===== config.mk =====
export PLATFORM = sky130hd
export DESIGN_NAME = ahts_seq
export DESIGN_NICKNAME = d
export VERILOG_FILES = /design/src/core/ahts_pkg.sv /design/src/core/ahts_seq.sv
export SDC_FILE = /design/constraint.sdc
export NUM_CORES = 1
export LEC_CHECK = 0
export BUFFER_PORTS_ARGS = -buffer_cell sky130_fd_sc_hd__buf_2
export CAP_MARGIN = 5
export CORE_MARGIN = 4
export CORE_UTILIZATION = 52
export DETAILED_ROUTE_END_ITERATION = 16
export HOLD_SLACK_MARGIN = 0.12
export PLACE_DENSITY_LB_ADDON = 0.05
export SYNTH_ARGS = -nofsm -noshare
export SYNTH_HDL_FRONTEND = slang
export SYNTH_SLANG_ARGS = --single-unit
export TNS_END_PERCENT = 10

===== constraint.sdc =====
create_clock -name clock -period 4 [get_ports clock]
set_input_delay 0.8 -clock clock [delete_from_list [all_inputs] [get_ports clock]]
set_output_delay 0.8 -clock clock [all_outputs]
set_load 0.01 [all_outputs]

===== src/core/ahts_pkg.sv =====
`default_nettype none
package ahts_pkg;
    // register byte addresses on the wishbone slave
    localparam logic [3:0] CTRL_ADDR = 4'h0;
    localparam logic [3:0] CHSEL_ADDR = 4'h4;
    localparam logic [3:0] RESULT_ADDR = 4'h8;
    localparam logic [3:0] STATUS_ADDR = 4'hC;
    // control register fields
    localparam int CTRL_EN_BIT = 0;
    localparam int CTRL_START_BIT = 1;
    localparam int CTRL_WAIT_BIT = 2;
    localparam int CTRL_SCAN_BIT = 3;
    localparam int CTRL_SEQ_BIT = 4;
    // channel select layout: four 4-bit slots, slot 0 lowest
    localparam int CH_W = 4;
    localparam int SLOTS = 4;
    localparam logic [1:0] LAST_SLOT = 2'h3;
    localparam logic [1:0] FIRST_SLOT = 2'h0;
    localparam int RES_W = 10;
    // time taken by one conversion of the converter core
    localparam int CONV_NS = 2000;
    localparam int CLK_NS = 40;
    localparam int CONV_CYC = (CONV_NS + CLK_NS - 1) / CLK_NS;
    localparam logic [6:0] CONV_LAST = 7'(CONV_CYC - 1);
    // stabilization time software must observe before starting
    localparam int STAB_NS = 1000;
    localparam logic [15:0] CHSEL_RESET = 16'h3210;
    typedef enum logic [1:0] {ST_STOP, ST_STANDBY, ST_TRIGWAIT, ST_CONVERT} ahts_state_t;
endpackage
`default_nettype wire


===== src/core/ahts_seq.sv =====
// Contract
// - No-wait: enabling from stop enters conversion standby, no conversion starts.
// - No-wait: start only arms; a trigger with start set begins conversion.
// - Select mode converts the single channel named by slot 0.
// - Scan mode converts slots 0 to 3 in order after a trigger.
// - Each finished conversion stores the result and pulses the done interrupt.
// - No-wait scan one-shot: keep start set, return to trigger standby after pass.
// - Trigger during conversion aborts and restarts at the first channel.
// - Any channel select write during conversion aborts and restarts first channel.
// - Writing start 1 during conversion aborts and restarts at first channel.
// - No-wait: clearing start mid-conversion aborts into powered standby.
// - No-wait: clearing enable in standby stops; triggers ignored with start 0.
// - Wait mode: enabling from stop goes straight to trigger standby.
// - Wait mode: trigger in standby starts conversion and sets start.
// - Select sequential: each conversion is followed at once by another.
// - Scan sequential: after four channels the next pass begins automatically.
// - Wait one-shot: after finishing, hardware clears start and stops converter.
// - Wait mode: clearing start mid-conversion aborts, standby, converter powered down.
// - Wait mode: with enable 0 triggers are ignored, nothing converts.
`default_nettype none
module ahts_seq
    import ahts_pkg::*;
(
    input wire logic clock,
    input wire logic sys_rst,
    input wire logic [31:0] wb_adr_i,
    input wire logic [31:0] wb_dat_i,
    output logic [31:0] wb_dat_o,
    input wire logic wb_we_i,
    input wire logic [3:0] wb_sel_i,
    input wire logic wb_cyc_i,
    input wire logic wb_stb_i,
    output logic wb_ack_o,
    input wire logic hwTrigger,
    input wire logic [RES_W-1:0] coreResult,
    output logic [CH_W-1:0] sampleChannel,
    output logic coreSampling,
    output logic corePowered,
    output logic conversion_done_irq
);
    ////////////////////////////////////////////////////////////////////////////
    // bus decode
    logic converter_power_enable;
    logic conversion_start_bit;
    logic waitMode;
    logic scanMode;
    logic seqMode;
    logic [15:0] channel_select_reg;
    logic [RES_W-1:0] conversion_result_reg;
    ahts_state_t state;
    logic [1:0] slot;
    logic [6:0] convCount;
    logic busWrite;
    logic ctrlWrite;
    logic chselWrite;
    logic startSetWrite;
    logic startClrWrite;
    logic enClrWrite;
    logic trigTaken;
    logic convEnd;
    logic passEnd;
    logic restart;

    assign busWrite = wb_cyc_i && wb_stb_i && wb_we_i && !wb_ack_o && wb_sel_i[0];
    assign ctrlWrite = busWrite && (wb_adr_i[3:0] == CTRL_ADDR);
    assign chselWrite = busWrite && (wb_adr_i[3:0] == CHSEL_ADDR);
    assign startSetWrite = ctrlWrite && wb_dat_i[CTRL_START_BIT] && wb_dat_i[CTRL_EN_BIT];
    assign startClrWrite = ctrlWrite && !wb_dat_i[CTRL_START_BIT];
    assign enClrWrite = ctrlWrite && !wb_dat_i[CTRL_EN_BIT];

    // ack one cycle after request, dropped the next cycle
    always_ff @(posedge clock or posedge sys_rst)
    begin
        if (sys_rst)
            wb_ack_o <= 1'b0;
        else
            wb_ack_o <= wb_cyc_i && wb_stb_i && !wb_ack_o;
    end

    // read data, unmapped addresses read zero
    always_ff @(posedge clock or posedge sys_rst)
    begin
        if (sys_rst)
            wb_dat_o <= 32'h0;
        else
        begin
            case (wb_adr_i[3:0])
                CTRL_ADDR: wb_dat_o <= {27'h0, seqMode, scanMode, waitMode,
                    conversion_start_bit, converter_power_enable};
                CHSEL_ADDR: wb_dat_o <= {16'h0, channel_select_reg};
                RESULT_ADDR: wb_dat_o <= {22'h0, conversion_result_reg};
                STATUS_ADDR: wb_dat_o <= {28'h0, slot, 2'(state)};
                default: wb_dat_o <= 32'h0;
            endcase
        end
    end

    ////////////////////////////////////////////////////////////////////////////
    // configuration and control bits
    // mode bits are only taken while not converting
    always_ff @(posedge clock or posedge sys_rst)
    begin
        if (sys_rst)
        begin
            waitMode <= 1'b0;
            scanMode <= 1'b0;
            seqMode <= 1'b0;
        end
        else if (ctrlWrite && state != ST_CONVERT)
        begin
            waitMode <= wb_dat_i[CTRL_WAIT_BIT];
            scanMode <= wb_dat_i[CTRL_SCAN_BIT];
            seqMode <= wb_dat_i[CTRL_SEQ_BIT];
        end
    end

    always_ff @(posedge clock or posedge sys_rst)
    begin
        if (sys_rst)
            converter_power_enable <= 1'b0;
        else if (ctrlWrite)
            converter_power_enable <= wb_dat_i[CTRL_EN_BIT];
    end

    always_ff @(posedge clock or posedge sys_rst)
    begin
        if (sys_rst)
            channel_select_reg <= CHSEL_RESET;
        else if (chselWrite)
            channel_select_reg <= wb_dat_i[15:0];
    end

    // start bit: software writes, hardware sets in wait mode, clears on wait one-shot end
    always_ff @(posedge clock or posedge sys_rst)
    begin
        if (sys_rst)
            conversion_start_bit <= 1'b0;
        else if (trigTaken && waitMode)
            conversion_start_bit <= 1'b1;
        else if (ctrlWrite)
            conversion_start_bit <= wb_dat_i[CTRL_START_BIT] && wb_dat_i[CTRL_EN_BIT];
        else if (passEnd && waitMode && !seqMode)
            conversion_start_bit <= 1'b0;
        else if (!converter_power_enable)
            conversion_start_bit <= 1'b0;
    end

    ////////////////////////////////////////////////////////////////////////////
    // sequencer
    // trigger accepted only when armed; ignored when enable is 0, or when start is 0 outside wait mode
    assign trigTaken = hwTrigger && converter_power_enable && !ctrlWrite
        && (state == ST_CONVERT || (state == ST_TRIGWAIT
        && (waitMode || conversion_start_bit)));
    assign convEnd = state == ST_CONVERT && convCount == CONV_LAST && !restart;
    assign passEnd = convEnd && (!scanMode || slot == LAST_SLOT);
    // any of these aborts the running conversion and restarts at slot 0
    assign restart = state == ST_CONVERT && (trigTaken || chselWrite
        || startSetWrite);

    always_ff @(posedge clock or posedge sys_rst)
    begin
        if (sys_rst)
            state <= ST_STOP;
        else
        begin
            case (state)
                ST_STOP:
                    if (ctrlWrite && wb_dat_i[CTRL_EN_BIT])
                        state <= wb_dat_i[CTRL_WAIT_BIT] ? ST_TRIGWAIT : ST_STANDBY;
                ST_STANDBY:
                    if (enClrWrite)
                        state <= ST_STOP;
                    else if (startSetWrite)
                        state <= ST_TRIGWAIT;
                ST_TRIGWAIT:
                    if (enClrWrite)
                        state <= ST_STOP;
                    else if (!waitMode && startClrWrite)
                        state <= ST_STANDBY;
                    else if (trigTaken)
                        state <= ST_CONVERT;
                ST_CONVERT:
                    if (enClrWrite)
                        state <= ST_STOP;
                    else if (startClrWrite)
                        state <= waitMode ? ST_TRIGWAIT : ST_STANDBY;
                    else if (restart)
                        state <= ST_CONVERT;
                    else if (passEnd && !seqMode)
                        state <= waitMode ? ST_STOP : ST_TRIGWAIT;
                default: state <= ST_STOP;
            endcase
        end
    end

    // slot and per-conversion timer
    always_ff @(posedge clock or posedge sys_rst)
    begin
        if (sys_rst)
        begin
            slot <= FIRST_SLOT;
            convCount <= 7'h0;
        end
        else if (state != ST_CONVERT || restart)
        begin
            slot <= FIRST_SLOT;
            convCount <= 7'h0;
        end
        else if (convEnd)
        begin
            convCount <= 7'h0;
            slot <= (scanMode && slot != LAST_SLOT) ? slot + 2'h1 : FIRST_SLOT;
        end
        else
            convCount <= convCount + 7'h1;
    end

    // result and done pulse; aborted conversions store nothing
    always_ff @(posedge clock or posedge sys_rst)
    begin
        if (sys_rst)
        begin
            conversion_result_reg <= '0;
            conversion_done_irq <= 1'b0;
        end
        else
        begin
            conversion_done_irq <= convEnd && !startClrWrite && !enClrWrite;
            if (convEnd && !startClrWrite && !enClrWrite)
                conversion_result_reg <= coreResult;
        end
    end

    // analog core drive
    always_ff @(posedge clock or posedge sys_rst)
    begin
        if (sys_rst)
        begin
            sampleChannel <= 4'h0;
            coreSampling <= 1'b0;
            corePowered <= 1'b0;
        end
        else
        begin
            sampleChannel <= scanMode ? channel_select_reg[slot*CH_W +: CH_W]
                : channel_select_reg[CH_W-1:0];
            coreSampling <= state == ST_CONVERT;
            corePowered <= state == ST_STANDBY || state == ST_CONVERT
                || (state == ST_TRIGWAIT && !waitMode);
        end
    end
endmodule
`default_nettype wire


==> impl_metrics.py <==
metrics = {
    "synthesis": {
        "yosysWarnings": 0,
        "synth_top_family_by_area": "multiplexers",
        "ys_types": 43,
        "yosysSeqAreaShare_pct": 53.3,
        "postSynth.asyncResetShare_pct": 100,
        "synth_flop_cell": "dfrtp_1",
        "syn_inst": 278,
        "syn-cell-area_um2": 3110,
        "synth_compound_area_share_pct": 8.89,
        "synthXorXnorAreaFrac_pct": 1.41,
        "synth-seq-cells": 66,
        "muxShareOfSynthArea_pct": 14.9,
        "synth_fa_ha_area_share_pct": 1.21,
        "synth-edff-count": 0,
        "syn_avg_cell_area_um2": 11.2,
        "synthSimpleGateAreaFrac_pct": 13.4,
    },
    "worst_hold_path": {
        "min_path_type": "flip-flop to flip-flop",
    },
    "detailed_routing": {
        "vias": 2215,
        "ant_nets": 0,
        "vias_per_cell": 5.35,
        "drtPass1Iterations": 4,
        "wl_um": 6470,
        "drc": 0,
        "routedWlPerCell_um": 15.6,
        "drtIter0Drc": 104,
    },
    "finish": {
        "syn2layout_area_growth_pct": 16.5,
        "drive_gt1_share_pct": 36.5,
        "final_common_cell": "dfrtp_1",
        "diodes": 0,
        "fin_nets": 424,
        "layout_common_cells": "dfrtp_1, buf_2, mux2_2",
        "fillers": 464,
    },
    "clock_network": {
        "clk_pin_slew_ns": 0.07,
        "cts_tree": "yes",
        "clk_latency_ns": 0.34,
        "cts_hold_repair.buffers": 0,
        "cts-buffers-inserted": 9,
        "post_cts_buffers": 0,
        "clockBufferDepth": 2,
        "root_buffer": "clkbuf_8",
        "h-tree-depth": 3,
        "cts.sinks": 66,
        "cts_resized": 0,
    },
    "floorplan": {
        "io_pins": 124,
        "die_w_um": 85.3,
        "die_y_um": 85.3,
        "initial_core_util_pct": 55.1,
        "die_area_um2": 7280,
        "fp.coreArea_um2": 5640,
        "core.rowCount": 27,
    },
    "place": {
        "place_congestion": 0.791,
        "port_buffers": 60,
        "dpl.hpwl_um": 4600,
    },
    "run": {
        "maxCapViolations": 0,
    },
    "outcome": {
        "outcome": "finished, final reports clean",
    },
    "sta": {
        "timing.final.max_slew_violations": 0,
        "tns_ns": 0,
        "clock_skew_ns": 0.00886,
        "finalSetupViolCount": 0,
        "finalHoldViolations": 0,
        "max_slew.worst_pin.slew_ns": 1.03,
        "relSlewSlack_pct": 31.0,
        "min_period_over_period_pct": 62.0,
        "hold_slack_ns": 0.487,
        "max_freq_ghz": 0.403,
        "rsz0062_at_grt": "false",
        "fin_crit_ns": 2.48,
    },
    "critical_path": {
        "path_max_fanout": 7,
        "cp.required_ns": 4.24,
        "end_kind": "flip-flop",
        "critPathArrivalTime_ns": 2.72,
        "worstSetupPathType": "primary input to flip-flop",
        "cp-start-kind": "primary input",
    },
    "power": {
        "leakage_nw": 1.79,
        "power.density_nw_per_um2": 428,
        "ir_drop_mv": 0.275,
    },
    "global_routing": {
        "grt_usage_pct": 19.0,
        "overflow": 0,
        "antenna_found_initial": 0,
        "grt_max_degree": 52,
        "first_global_vias": 2198,
        "grt_pass1_wl_um": 10800,
    },
}
## final cells by class
| class | count | area [um2] | share of cell area (%) |
|---|---|---|---|
| multi-input combinational | 189 | 1300 | 35.8 |
| timing repair buffer | 63 | 323 | 8.91 |
| clock inverter | 6 | 88.8 | 2.45 |
| sequential | 66 | 1660 | 45.7 |
| inverter | 8 | 30.0 | 0.829 |
| clock buffer | 10 | 138 | 3.80 |
| tap | 72 | 90.1 | 2.49 |
## worst max-delay path, cell delays in order
cell and delay (ns):
buf_2 0.11, or3_1 0.50, nor3_1 0.28, mux2_2 0.41, or3_1 0.36, a41o_1 0.24
## synthesized netlist by cell type, drive strengths merged (2+ instances only)
cell	number	area, um2
o22ai	12	75.1
nand3	10	50.1
nand2	16	60.1
dfrtp	62	1550
nor2b	4	25.0
inv	8	30.0
clkbuf	10	37.5
a31oi	2	12.5
mux2i	8	80.1
nor3	6	40.0
buf	20	145
and3	7	43.8
mux2	34	383
o21ai	12	60.1
xnor2	3	26.3
dfstp	4	105
xor2	2	17.5
nor2	19	93.8
a21oi	11	55.1
a21o	3	22.5
or3	5	31.3
nand4	2	12.5
ha	3	37.5
## kinds of logic after synthesis
logic type                 Yosys count
muxes                               42
xor gates and xnor gates             5
DFF                                 66
adders and majority gates            3
other                                1
and+or+nand+nor                     77
buffers and inverters               38
AOI/OAI and AO/OA                   46
## through the flow
step	worst slack [ns]	util [%]	total power [mW]	cells	area, um2
after floorplan	1.42	-	0.882	293	3170
after global placement	1.15	60.2	0.932	398	3400
after detailed placement	1.16	60.2	0.936	398	3400
after CTS	1.52	64.2	1.57	414	3620
after global routing	1.42	64.2	1.62	414	3620
final	1.52	64.2	1.55	414	3620
## power by group
| part | total, mW | leakage [nW] | internal [mW] | switching [mW] |
|---|---|---|---|---|
| clock | 0.629 | 0.109 | 0.369 | 0.260 |
| combinational | 0.169 | 0.820 | 0.0739 | 0.0947 |
| sequential | 0.753 | 0.866 | 0.712 | 0.0414 |
| total | 1.55 | 1.79 | 1.15 | 0.396 |
## worst paths after layout
| path | from | end | slack (ns) | cells past startpoint |
|---|---|---|---|---|
| min | convCount[0] | convCount[0] | 0.49 | 1 |
| min reg2reg | convCount[0] | convCount[0] | 0.49 | 1 |
| max in group asynchronous | sys_rst | channel_select_reg[12] | 2.43 | 3 |
| min in group asynchronous | sys_rst | convCount[4] | 0.70 | 2 |
| max | wb_adr_i[1] | conversion_start_bit | 1.52 | 6 |
| max reg2reg | waitMode | conversion_result_reg[3] | 1.93 | 5 |
## routing by layer
metal / track usage, % / wire, um / vias to the layer above
li1: - / - / 1066
met1: 24.5 / 2780 / 1066
met2: 30.5 / 3160 / 73
met3: 5.73 / 437 / 10
met4: 6.62 / 94 / 0
met5: 0 / 0 / -
(Power assumes the default switching activity.)
